File: config.mk
export PLATFORM = sky130hd
export DESIGN_NAME = dstc_top
export DESIGN_NICKNAME = d
export VERILOG_FILES = /design/src/dstc_pkg.sv /design/src/dstc_sync.sv /design/src/dstc_top.sv
export SDC_FILE = /design/constraint.sdc
export NUM_CORES = 1
export LEC_CHECK = 0
export BUFFER_PORTS_ARGS = -buffer_cell sky130_fd_sc_hd__buf_2
export CORE_MARGIN = 2
export CORE_UTILIZATION = 45
export DETAILED_ROUTE_END_ITERATION = 12
export MAX_ROUTING_LAYER = met4
export PLACE_DENSITY = 0.71
export SYNTH_ARGS = -nofsm -noshare
export SYNTH_HDL_FRONTEND = slang
export SYNTH_SLANG_ARGS = --single-unit
File: constraint.sdc
create_clock -name mclk -period 3.73 [get_ports mclk]
set_clock_uncertainty 0.1 [all_clocks]
set_input_delay 0.746 -clock mclk [delete_from_list [all_inputs] [get_ports mclk]]
set_output_delay 0.746 -clock mclk [all_outputs]
set_load 0.03 [all_outputs]
File: src/dstc_pkg.sv
package dstc_pkg;
    // cycle counts in mclk cycles from the row strobe rise
    localparam int unsigned ROW_HOLD_ZERO_WS = 2;
    localparam int unsigned ROW_HOLD_ONE_WS  = 3;
    localparam int unsigned COL_DELAY_ZERO   = 1;
    localparam int unsigned CNT_W            = 3;
    localparam logic [CNT_W-1:0] CNT_ZERO    = 3'h0;
    typedef enum logic [1:0] {
        DSTC_IDLE,
        DSTC_MEM,
        DSTC_REFRESH
    } dstc_state_t;
endpackage

File: src/dstc_sync.sv
`timescale 1ns/10ps
module dstc_sync #(
    parameter int W = 1
) (
    input  wire logic         mclk,
    input  wire logic         reset,
    input  wire logic [W-1:0] d,
    output logic      [W-1:0] q
);
    logic [W-1:0] meta;

    // meta is read only by q
    always_ff @(posedge mclk) begin
        if (reset) begin
            meta <= '0;
            q    <= '0;
        end else begin
            meta <= d;
            q    <= meta;
        end
    end
endmodule

File: src/dstc_top.sv
`timescale 1ns/10ps
module dstc_top
(
    input  wire logic mclk,
    input  wire logic reset,
    input  wire logic mem_status,
    input  wire logic write_status,
    input  wire logic cycle_end,
    input  wire logic write_wait_select,
    input  wire logic read_wait_select,
    input  wire logic hold_acknowledge_in,
    input  wire logic refresh_n,
    output logic      row_strobe,
    output logic      col_strobe,
    output logic      early_write_enable_n
);
    import dstc_pkg::*;

    logic [3:0]       pins;
    logic             wws_s;
    logic             rws_s;
    logic             hlda_s;
    logic             refresh_req_s;
    logic             refresh_prev;
    dstc_state_t      state;
    logic             one_wait;
    logic [CNT_W-1:0] cnt;
    logic             col_half;
    logic             col_fall;
    logic             refresh_start;

    // straps and refresh come from pins: two flops first
    // refresh goes in inverted so the synced reset value is the idle level
    dstc_sync #(.W(4)) u_sync (
        .mclk  (mclk),
        .reset (reset),
        .d     ({write_wait_select, read_wait_select, hold_acknowledge_in, ~refresh_n}),
        .q     (pins)
    );
    assign wws_s         = pins[3];
    assign rws_s         = pins[2];
    assign hlda_s        = pins[1];
    assign refresh_req_s = pins[0];

    always_ff @(posedge mclk) begin
        if (reset) begin
            refresh_prev <= 1'b0;
        end else begin
            refresh_prev <= refresh_req_s;
        end
    end
    assign refresh_start = refresh_req_s && !refresh_prev;

    // cycle state; mem_status marks the second phase of a status cycle
    always_ff @(posedge mclk) begin
        if (reset) begin
            state <= DSTC_IDLE;
        end else begin
            case (state)
                DSTC_IDLE: begin
                    if (refresh_start) begin
                        state <= DSTC_REFRESH;
                    end else if (mem_status && !hlda_s) begin
                        state <= DSTC_MEM;
                    end
                end
                DSTC_MEM: begin
                    if (cycle_end) begin
                        state <= DSTC_IDLE;
                    end
                end
                DSTC_REFRESH: begin
                    if (cycle_end) begin
                        state <= DSTC_IDLE;
                    end
                end
                default: state <= DSTC_IDLE;
            endcase
        end
    end

    // wait selection latched at the cycle start
    always_ff @(posedge mclk) begin
        if (reset) begin
            one_wait <= 1'b0;
        end else if (state == DSTC_IDLE && refresh_start) begin
            one_wait <= rws_s;
        end else if (state == DSTC_IDLE && mem_status) begin
            one_wait <= write_status ? wws_s : rws_s;
        end
    end

    // cycles since row strobe rise
    always_ff @(posedge mclk) begin
        if (reset) begin
            cnt <= CNT_ZERO;
        end else if (state == DSTC_IDLE) begin
            cnt <= CNT_ZERO;
        end else if (cnt != {CNT_W{1'b1}}) begin
            cnt <= cnt + 3'h1;
        end
    end

    always_ff @(posedge mclk) begin
        if (reset) begin
            row_strobe <= 1'b0;
        end else if (state == DSTC_IDLE) begin
            row_strobe <= (mem_status && !hlda_s) || refresh_start;
        end else if (cnt == CNT_W'(one_wait ? ROW_HOLD_ONE_WS - 1 : ROW_HOLD_ZERO_WS - 1)) begin
            row_strobe <= 1'b0;
        end
    end

    // half-clock placement uses a falling-edge flop; trades one negedge flop for exact timing
    always_ff @(posedge mclk) begin
        if (reset) begin
            col_half <= 1'b0;
        end else if (state != DSTC_MEM || cycle_end) begin
            col_half <= 1'b0;
        end else if (cnt == CNT_W'(COL_DELAY_ZERO - 1)) begin
            col_half <= 1'b1;
        end
    end

    always_ff @(negedge mclk) begin
        if (reset) begin
            col_fall <= 1'b0;
        end else begin
            col_fall <= col_half && one_wait && state == DSTC_MEM;
        end
    end

    always_comb begin
        if (one_wait) begin
            col_strobe = col_fall && col_half;
        end else begin
            col_strobe = col_half;
        end
    end

    always_ff @(posedge mclk) begin
        if (reset) begin
            early_write_enable_n <= 1'b1;
        end else if (state == DSTC_IDLE) begin
            early_write_enable_n <= !(mem_status && write_status && !hlda_s
                                      && !refresh_start);
        end else if (cycle_end) begin
            early_write_enable_n <= 1'b1;
        end
    end

    row_fall_a: assert property (@(posedge mclk) disable iff (reset)
        $rose(row_strobe) && !one_wait |-> row_strobe[*2] ##1 !row_strobe)
        else $error("row strobe zero wait width wrong");

    row_one_a: assert property (@(posedge mclk) disable iff (reset)
        $rose(row_strobe) && one_wait |-> row_strobe[*3] ##1 !row_strobe)
        else $error("row strobe one wait width wrong");

    // negedge sampling tells the whole and the half clock placement apart
    col_zero_a: assert property (@(negedge mclk) disable iff (reset)
        $rose(row_strobe) && !one_wait && state == DSTC_MEM |-> !col_strobe ##1 col_strobe)
        else $error("column strobe zero wait placement wrong");

    col_one_a: assert property (@(negedge mclk) disable iff (reset)
        $rose(row_strobe) && one_wait && state == DSTC_MEM |-> !col_strobe[*2] ##1 col_strobe)
        else $error("column strobe one wait placement wrong");

    col_end_a: assert property (@(posedge mclk) disable iff (reset)
        cycle_end |=> !col_strobe)
        else $error("column strobe not low after cycle end");

    ewe_set_a: assert property (@(posedge mclk) disable iff (reset)
        state == DSTC_IDLE && mem_status && write_status && !hlda_s && !refresh_start
        |=> !early_write_enable_n)
        else $error("early write enable not asserted");

    ewe_hold_a: assert property (@(posedge mclk) disable iff (reset)
        !early_write_enable_n && !cycle_end |=> !early_write_enable_n)
        else $error("early write enable released early");

    ewe_end_a: assert property (@(posedge mclk) disable iff (reset)
        cycle_end && state != DSTC_IDLE |=> early_write_enable_n && state == DSTC_IDLE)
        else $error("early write enable not released at cycle end");

    wait_wr_a: assert property (@(posedge mclk) disable iff (reset)
        state == DSTC_IDLE && mem_status && write_status && !refresh_start
        |=> one_wait == $past(wws_s))
        else $error("write cycle wait choice not from write select");

    wait_rd_a: assert property (@(posedge mclk) disable iff (reset)
        state == DSTC_IDLE && mem_status && !write_status && !refresh_start
        |=> one_wait == $past(rws_s))
        else $error("read cycle wait choice not from read select");

    hold_block_a: assert property (@(posedge mclk) disable iff (reset)
        state == DSTC_IDLE && hlda_s && !refresh_start |=> state == DSTC_IDLE && !row_strobe)
        else $error("memory cycle started during hold");

    refresh_go_a: assert property (@(posedge mclk) disable iff (reset)
        state == DSTC_IDLE && refresh_start |=> state == DSTC_REFRESH && row_strobe)
        else $error("refresh cycle not started");

    refresh_quiet_a: assert property (@(posedge mclk) disable iff (reset)
        state == DSTC_REFRESH |-> early_write_enable_n && !col_strobe)
        else $error("write or column strobe active in refresh");

    idle_low_a: assert property (@(posedge mclk) disable iff (reset)
        state == DSTC_IDLE && $past(state) == DSTC_IDLE
        |-> !row_strobe && !col_strobe && early_write_enable_n)
        else $error("strobe active while idle");
endmodule

== After elaboration in Yosys (flattened, before gate mapping) ==
Cells that the tools add are included.

* Add/subtract/negate cells: 1
* Eq/ne operators: 7
* Muxes and demuxes: 13
* Bitwise operators: 1
* Reduce and logical (&&, ||, !) cells: 25

{| class="wikitable"
|+ Operator list
! operator !! number
|-
| 1-bit logical AND || 10
|-
| 1-bit two-way mux || 8
|-
| 2-bit two-way mux || 4
|-
| 2-bit nonzero test || 3
|-
| 2-bit OR reduction || 3
|-
| 1-bit logical NOT || 4
|-
| 2-bit by 1-bit inequality test with 1-bit output, second input constant || 2
|-
| 2-bit one-hot mux with 2 select lines || 1
|-
| 3-bit by 1-bit adder with 3-bit output, second input constant || 1
|-
| 3-bit by 2-bit equality test with 1-bit output || 1
|-
| 3-bit logical NOT || 1
|-
| 3-bit by 2-bit inequality test with 1-bit output, second input constant || 1
|-
| 3-bit inequality test, second input constant || 1
|-
| 2-bit by 1-bit equality test with 1-bit output, second input constant || 1
|-
| 2-bit equality test, second input constant || 1
|-
| 2-bit logical NOT || 1
|-
| 1-bit logical OR || 2
|-
| 2-bit AND reduction || 1
|-
| 1-bit inverter || 1
|}

* Flip-flop bits (word level): 19
* Input bits: 9
* Output and inout bits: 3
* Logic and storage cells: 57

== Longest topological paths before layout ==
Gate-level depths: netlist of run 1.

* Depth in word-level cells: 6
* Gate-level depth with buffers: 6
* Gate-level depth less buffers: 5

== Cells and area by module ==
Synthesis of run 1 repeated with hierarchy kept, for this count alone.

* Cell total of the unflattened synthesis: 81
* Area total of the unflattened synthesis: 815.8 µm²

{| class="wikitable"
|+ Modules (own cells, without submodules)
! module !! instances !! cells an instance !! area each (µm²) !! sequential area each (µm²)
|-
| dstc_top || 1 || 65 || 605.6 || 220.2
|-
| dstc_sync || 1 || 16 || 210.2 || 160.2
|}

==> impl_results.md, run 1 <==
* Clock transition at path regs at 0.10 ns
* Post-synth cell types at 26
* Clock Sinks at 19
* Pre-CTS setup slack at 0.378 ns
* Post-Route WL at 1270 um
* Min-delay src: u_sync.meta[3]$_SDFF_PP0_
* Layout Cells excl Fill at 121
* Via/cell ratio at 4.88
* CP required at 2.88 ns
* CTS tree: done
* DR top layer: met3
* Num rows at 15
* CP Cell Sequence: inv_1 > a21boi_1 > buf_4
* Port Buffers at 11
* Postcts setup bufs at 0
* Met3 Wirelength at 63 um
* Nets at 111
* Crit Path Max Fanout at 1
* Dpl cells at 117
* Highest-delay cell along the critical path: dfxtp_1
* Slew Limit Headroom at 74.0%
* Grt ovf at 0
* Crit path kind: reg2out
* Crit end category: primary output
* ANT nets after route at 0
* Hold slack at 0.343 ns
* Synth Register Bits at 19
* Final Hold Viols at 0
* # fillers at 163
* Root buf cell: clkbuf_4
* Tot Pwr at 0.377 mW
* R2R setup slack at 0.89 ns
* Util after Layout at 52.7%
* Initial antenna violation count at 0
* Cts bufs inserted at 3
* Floorplan core area at 1710 sq um
* Final setup fails at 0
* Worst stage delay on the critical path at 0.30 ns
* Number of synthesized flops with an enable pin at 0
* Syn_area_per_cell at 9.78 sq um
* Remaining DRCs at 0
* Worst-Skew Late Latency at 0.30 ns
* Largest net degree at the start of global routing at 16
* Outcome: complete, no violations
* Startpoint Class: flip-flop
* Post-synth top area share at 47.4%
* 1st-pass router iterations at 4
* Initial DRC count at 14
* I/O pin count at 12
* ANT cells at 0
* Final Max Slew Viols at 0
* Crit path max-delay family: flip-flops
* Syn nets at 96
* Ys async rst share at 0%
* Post-Syn Instances at 82
* R2r startpoint: state[1]$_SDFFE_PP0P_
* Yosys top cell by area: dfxtp_1
* Maxcap violations at 0
* Routed wl met2 at 617 um
* P_leak at 0.373 nW
* Largest cells by area after synthesis: dfxtp_1, ha_1, nor2b_1
* Chip Height at 46.2 um
* H-tree depth at 1
* Most frequent cells in the layout: dfxtp_1, inv_1, buf_2
* Unrepaired setup endpoints after global routing: true
* Longest Clk Path Bufs at 2
* Synth Warn # at 0
* Vias in the first global route at 541
* Area Overhead vs Synth at 12.3%
* Synth Cell Area at 802 sq um
* Most used DFF post-synth: dfxtp_1
* Initial core utilization at 47.0%
* Met1 WL at 587 um
* CP Data Arrival Time at 2.83 ns
* Final setup margin at 0.0588 ns
* Worst-margin pin slew at 0.390 ns
* Routed len/inst at 10.5 um
* Sequential element share of the synthesized area at 47.4%
* HP Class: reg2reg
* Power Density at 419 nW/um^2
* Die width at 46.2 um
* Final Wtd Congestion at 0.748
* Commonest non-fill, non-tap cell in the layout: dfxtp_1
* VDD IR max at 294 uV
* Layout cells sized above 1 at 17.7%
* Post-DP HPWL at 953 um
* Crit. Startpoint: col_fall$_SDFF_NP0_
* Area of the die at 2140 sq um
* First-pass GRT wire length at 2220 um
* Routed vias at 590
* GRT Total Usage at 15.6%
* Worst path buffer plus inverter count at 2
## layer usage
| metal | global-route usage (%) | up-vias |
|---|---|---|
| met4 | 5.14 | 0 |
| met3 | 8.24 | 0 |
| met5 | - | - |
| met1 | 16.7 | 266 |
| li1 | - | 308 |
| met2 | 24.4 | 16 |
## report_power, final
| group | internal, mW | switching [mW] | total, mW |
|---|---|---|---|
| logic | 0.0226 | 0.0281 | 0.0507 |
| clock network | 0.0408 | 0.0652 | 0.106 |
| registers | 0.214 | 0.00697 | 0.221 |
| total | 0.277 | 0.100 | 0.377 |
## synth_stat cells, types with 2 or more instances
master    instances
nor4b_1           2
nand2_1           3
nand3_1           3
o21ai_0           3
nor2b_1           9
inv_1            10
nand2b_1          2
ha_1              5
nor3_1            6
mux2i_1           2
dfxtp_1          19
o32ai_1           2
a21oi_1           3
## through the flow
step                      TNS, ns  instance area [sq um]
after floorplan                 0                    802
after global placement          0                    871
after detailed placement        0                    871
after CTS                       0                    898
after global routing      -0.0469                    901
final                           0                    901
## worst reg2reg max path, stage by stage, from the launching register on
cell     delay [ns]
dfxtp_1        0.36
inv_1          0.06
ha_1           0.19
and4_1         0.20
## cell families (layout without fill, tap and decap cells)
kind of cell | after synthesis | in the layout | share of synthesized area, %
adder cells (fa/ha/maj) | 5 | 5 | 7.80
flip-flops | 19 | 19 | 47.4
multiplexers | 2 | 2 | 2.50
AND/OR/NAND/NOR | 32 | 32 | 24.6
buffers and inverters | 12 | 26 | 7.80
AO/OA/AOI/OAI | 11 | 11 | 8.74
XOR/XNOR | 1 | 1 | 1.09
## final timing paths
path | end | cells past startpoint
max reg2reg | col_fall$_SDFF_NP0_ | 3
min reg2reg | u_sync.q[3]$_SDFF_PP0_ | 1
min | u_sync.q[3]$_SDFF_PP0_ | 1
max | col_strobe | 3
## layout make-up
class | count | area [sq um] | share of cell area, %
well taps | 25 | 31.3 | 3.47
clock buffers | 3 | 22.5 | 2.50
repair buffers | 12 | 65.1 | 7.22
clock inverters | 2 | 8.76 | 0.972
inverters | 9 | 33.8 | 3.75
flip-flops and latches | 19 | 380 | 42.2
multi-input cells | 51 | 359 | 39.9
## flip-flops by register name, summed over array words and instances, names as in the netlist
name                  count
u_sync.meta               4
cnt                       3
early_write_enable_n      1
col_half                  1
row_strobe                1
state                     2
u_sync.q                  4
col_fall                  1
refresh_prev              1
one_wait                  1
## repair_timing
| item | in CTS | in global routing |
|---|---|---|
| endpoints found under the hold margin | 0 | 0 |
| gates resized for setup | 0 | 2 |
| hold buffers | 0 | 0 |
| setup endpoints to repair | 0 | 1 |
(Power assumes the default switching activity.)
==> inputs of run 2 (changes only) <==
ABC_AREA = 1   (was unset)
PLACE_DENSITY = 0.72   (was 0.71)
RECOVER_POWER = 25   (was unset)
==> impl_results.md, run 2 <==
* Register area at 380 sq um
* Initial core utilization at 46.5%
* Synth Register Bits at 19
* Routed len/inst at 9.29 um
* Post-route setup TNS at 0 ns
* Root buf cell: clkbuf_4
* Nets at 135
* Largest cells by area after synthesis: dfxtp_1, nand2_1, inv_1
* Vias in the first global route at 525
* P_leak at 0.450 nW
* Slew Limit Headroom at 60.1%
* Min-delay src: u_sync.meta[0]$_SDFF_PP0_
* Ys async rst share at 0%
* Final Wtd Congestion at 0.728
* Grt ovf at 0
* Post-Route WL at 1270 um
* Floorplan core area at 1690 sq um
* Most used DFF post-synth: dfxtp_1
* # fillers at 164
* Unrepaired setup endpoints after global routing: false
* Most instantiated cells after synthesis: nand2_1, inv_1, dfxtp_1
* Synth Cell Area at 786 sq um
* Port Buffers at 11
* Postcts setup bufs at 0
* Most frequent cells in the layout: inv_1, nand2_1, dfxtp_1
* Crit path kind: reg2out
* ANT cells at 0
* VDD IR max at 251 uV
* Num rows at 15
* Crit Path Max Fanout at 1
* Chip Height at 45.8 um
* Cts bufs inserted at 3
* Worst-margin pin slew at 0.599 ns
* Multi-input gate area at 315 sq um
* Final Hold Viols at 0
* CP Cell Sequence: nor2_1 > nor2_1 > buf_4
* Yosys top cell by area: dfxtp_1
* Initial antenna violation count at 0
* Post-synth cell types at 14
* Final setup fails at 0
* Worst-Skew Late Latency at 0.29 ns
* Highest-delay cell along the critical path: dfxtp_1
* Post-synth top area share at 48.4%
* Final Max Slew Viols at 0
* 1st-pass router iterations at 6
* Via/cell ratio at 4.68
* I/O pin count at 12
* Remaining DRCs at 0
* CTS tree: done
* Syn nets at 120
* H-tree depth at 1
* CP most frequent cell: nor2_1
* Worst stage delay on the critical path at 0.30 ns
* Maxcap violations at 0
* Layout cells sized above 1 at 12.5%
* First-pass GRT wire length at 2030 um
* Syn_area_per_cell at 7.41 sq um
* Synth Warn # at 0
* Top Registers: u_sync.meta x4, u_sync.q x4, cnt x3
* Die width at 45.8 um
* CP required at 2.88 ns
* Hold slack at 0.307 ns
* Post-DP HPWL at 957 um
* Post-Syn Instances at 106
* HP Class: reg2reg
* Longest Clk Path Bufs at 2
* Crit. Startpoint: col_fall$_SDFF_NP0_
* Power Density at 452 nW/um^2
* Clock transition at path regs at 0.10 ns
* Crit end category: primary output
* Count leader, synth: nand2_1
* Sequential element share of the synthesized area at 48.4%
* R2r startpoint: state[1]$_SDFFE_PP0P_
* Number of synthesized flops with an enable pin at 0
* CP Data Arrival Time at 2.79 ns
* Area Overhead vs Synth at 12.7%
* Routed vias at 641
* Outcome: complete, no violations
* Largest net degree at the start of global routing at 15
* Clock Sinks at 19
* ANT nets after route at 0
* Area of the die at 2100 sq um
* GRT Total Usage at 14.5%
* Startpoint Class: flip-flop
* Initial DRC count at 11
==> run 2: cell types whose count changed in the layout (fill, tap and decap cells not counted), sizes merged, moves of 3 or more <==
cell and delta:
nor2 +15, nor2b -9, a21oi +3, inv +14
nand2 +20, nor3 -6
==> run 2: what timing repair did <==
| action | in CTS | in global routing |
|---|---|---|
| hold buffers | 0 | 0 |
| setup endpoints to repair | 0 | 1 |
| resized for setup | 0 | 2 |
==> run 2: layout make-up <==
class	instances	area share (%)
clock inverters	2	0.847
well taps	17	2.40
flip-flops and latches	19	42.9
multi-input cells	63	35.6
inverters	22	9.32
repair buffers	11	6.36
clock buffers	3	2.54
==> run 2: stage by stage <==
step                power (mW)  setup slack [ns]  instance area [sq um]  instances  utilization [%]
global placement         0.305             0.439                    858        133             50.8
detailed placement       0.307             0.430                    858        133             50.8
CTS                      0.406            0.0655                    885        137             52.4
floorplan                0.287             0.294                    786        106                -
finish                   0.400            0.0971                    886        137             52.4
global route             0.430           0.00856                    886        137             52.4
==> run 2: worst paths after layout <==
path         slack [ns]                      to  cells after the start
min                0.31  u_sync.q[0]$_SDFF_PP0_                      2
min reg2reg        0.31  u_sync.q[0]$_SDFF_PP0_                      2
max                 0.1              col_strobe                      3
max reg2reg        0.98     col_fall$_SDFF_NP0_                      4
==> run 2: worst max-delay path: cells and delay by family (launching register included) <==
family	cells	cell delay, ns
and+or+nand+nor	2	0.12
buffers and inverters	1	0.16
DFF	1	0.30
==> run 2: cell families (layout without fill, tap and decap cells) <==
| logic type | Yosys count | count (layout) | synth area share, % |
|---|---|---|---|
| and+or+nand+nor | 46 | 46 | 23.7 |
| AOI/OAI and AO/OA | 12 | 12 | 8.44 |
| adders and majority gates | 5 | 5 | 7.96 |
| buffers and inverters | 24 | 38 | 11.5 |
| DFF | 19 | 19 | 48.4 |
==> run 2: routing by layer <==
| metal | global-route usage [%] | wire, um | up-vias |
|---|---|---|---|
| met5 | - | 0 | - |
| met4 | 8.57 | 29 | 0 |
| met3 | 3.57 | 61 | 5 |
| li1 | - | - | 350 |
| met2 | 22.8 | 591 | 19 |
| met1 | 16.6 | 591 | 267 |
==> run 2: power by group <==
group | internal, mW | switching, mW | total [mW]
clock network | 0.0402 | 0.0606 | 0.101
registers | 0.217 | 0.00579 | 0.223
logic | 0.0270 | 0.0495 | 0.0765
==> inputs of run 3 (changes only) <==
PLACE_DENSITY = 0.65   (was 0.72)
==> impl_results.md, run 3 (same netlist as run 2, synthesis figures left out) <==
* ANT cells at 0
* Highest-delay cell along the critical path: dfxtp_1
* Cts bufs inserted at 3
* CP Data Arrival Time at 2.79 ns
* Power Density at 457 nW/um^2
* R2R setup slack at 0.98 ns
* CP most frequent cell: nor2_1
* Worst-margin pin slew at 0.559 ns
* Area Overhead vs Synth at 13.2%
* Tot Pwr at 0.406 mW
* Worst stage delay on the critical path at 0.30 ns
* Worst path buffer plus inverter count at 1
* Hold slack at 0.310 ns
* H-tree depth at 1
* R2r startpoint: state[1]$_SDFFE_PP0P_
* P_leak at 0.445 nW
* Final Hold Viols at 0
* Initial core utilization at 46.5%
* Postcts setup bufs at 0
* Largest net degree at the start of global routing at 15
* Worst R2R End: col_fall$_SDFF_NP0_
* Nets at 135
* I/O pin count at 12
* Final setup fails at 0
* Root buf cell: clkbuf_4
* Initial antenna violation count at 0
* Via/cell ratio at 4.74
* Hold Path Stages at 2
* CP required at 2.88 ns
* Min-delay src: u_sync.meta[1]$_SDFF_PP0_
* Num rows at 15
* Remaining DRCs at 0
* Maxcap violations at 0
* Post-Route WL at 1200 um
* Worst-case reg-to-reg path depth at 4
* Routed wl met2 at 533 um
* DR top layer: met4
* Routed len/inst at 8.79 um
* Clock Sinks at 19
* Port Buffers at 11
* Startpoint Class: flip-flop
* Top Registers: u_sync.meta x4, u_sync.q x4, cnt x3
* Post-route setup TNS at 0 ns
* Floorplan core area at 1690 sq um
* Chip Height at 45.8 um
* Crit end category: primary output
* Unrepaired setup endpoints after global routing: false
* Routed vias at 650
* Area of the die at 2100 sq um
* ANT nets after route at 0
* Initial DRC count at 13
* Outcome: complete, no violations
* Met1 WL at 588 um
* Final Wtd Congestion at 0.726
* CP Cell Sequence: nor2_1 > nor2_1 > buf_4
* Layout cells sized above 1 at 13.3%
* Most frequent cells in the layout: nand2_1, inv_1, dfxtp_1
* GRT Total Usage at 15.0%
* Longest Clk Path Bufs at 2
* Grt ovf at 0
* Vias in the first global route at 574
* CTS tree: done
* HP Class: reg2reg
* Commonest non-fill, non-tap cell in the layout: nand2_1
* Hold-critical path endpoint: u_sync.q[1]$_SDFF_PP0_
* Clock transition at path regs at 0.11 ns
* Met3 Wirelength at 67 um
* Post-DP HPWL at 958 um
* Slew Limit Headroom at 62.7%
* Worst-Skew Late Latency at 0.30 ns
* Crit path max-delay family: flip-flops
* Crit Path Max Fanout at 1
* Final Max Slew Viols at 0
* Crit path kind: reg2out
* Die width at 45.8 um
* VDD IR max at 308 uV
* 1st-pass router iterations at 3
* First-pass GRT wire length at 2190 um
## run 3: final cells by class
type                       instances  area [sq um]
clock buffer                       3          22.5
timing repair buffer              11          56.3
sequential                        19           380
inverter                          22          82.6
multi-input combinational         63           315
clock inverter                     2          11.3
fill                             178           800
tap                               17          21.3
## run 3: routing by layer
metal	track usage, %	vias to the layer above
met5	-	-
li1	-	352
met2	23.4	13
met1	17.6	283
met4	3.43	0
met3	7.14	2
## run 3: worst max-delay path by stage
stage               depth (start not counted)           startpoint         end  slack, ns
floorplan                                   2  col_fall$_SDFF_NP0_  col_strobe       0.29
global placement                            3  col_fall$_SDFF_NP0_  col_strobe       0.44
detailed placement                          3  col_fall$_SDFF_NP0_  col_strobe       0.42
CTS                                         3  col_fall$_SDFF_NP0_  col_strobe       0.05
global route                                3  col_fall$_SDFF_NP0_  col_strobe       0.02
finish                                      3  col_fall$_SDFF_NP0_  col_strobe       0.09
## run 3: timing repair
action	in CTS	in global routing
setup endpoints to repair	0	1
hold buffers	0	0
gates resized for setup	0	2
## run 3: metrics by stage
step / util (%) / area, sq um / setup WS [ns] / instances
detailed placement: 50.8 / 858 / 0.421 / 133
global route: 52.7 / 890 / 0.0163 / 137
finish: 52.7 / 890 / 0.0913 / 137
global placement: 50.8 / 858 / 0.439 / 133
CTS: 52.6 / 888 / 0.0530 / 137
floorplan: - / 786 / 0.294 / 106
## run 3: power by group
group | switching (mW) | internal, mW | total, mW
combinational | 0.0477 | 0.0269 | 0.0746
clock | 0.0662 | 0.0422 | 0.108
sequential | 0.00611 | 0.217 | 0.223
## run 3: worst min-delay path: cells and delay by family, from the launching register on
family                 cells  cell delay, ns
AND/OR/NAND/NOR            1            0.03
flip-flops                 1            0.31
buffers and inverters      1            0.04
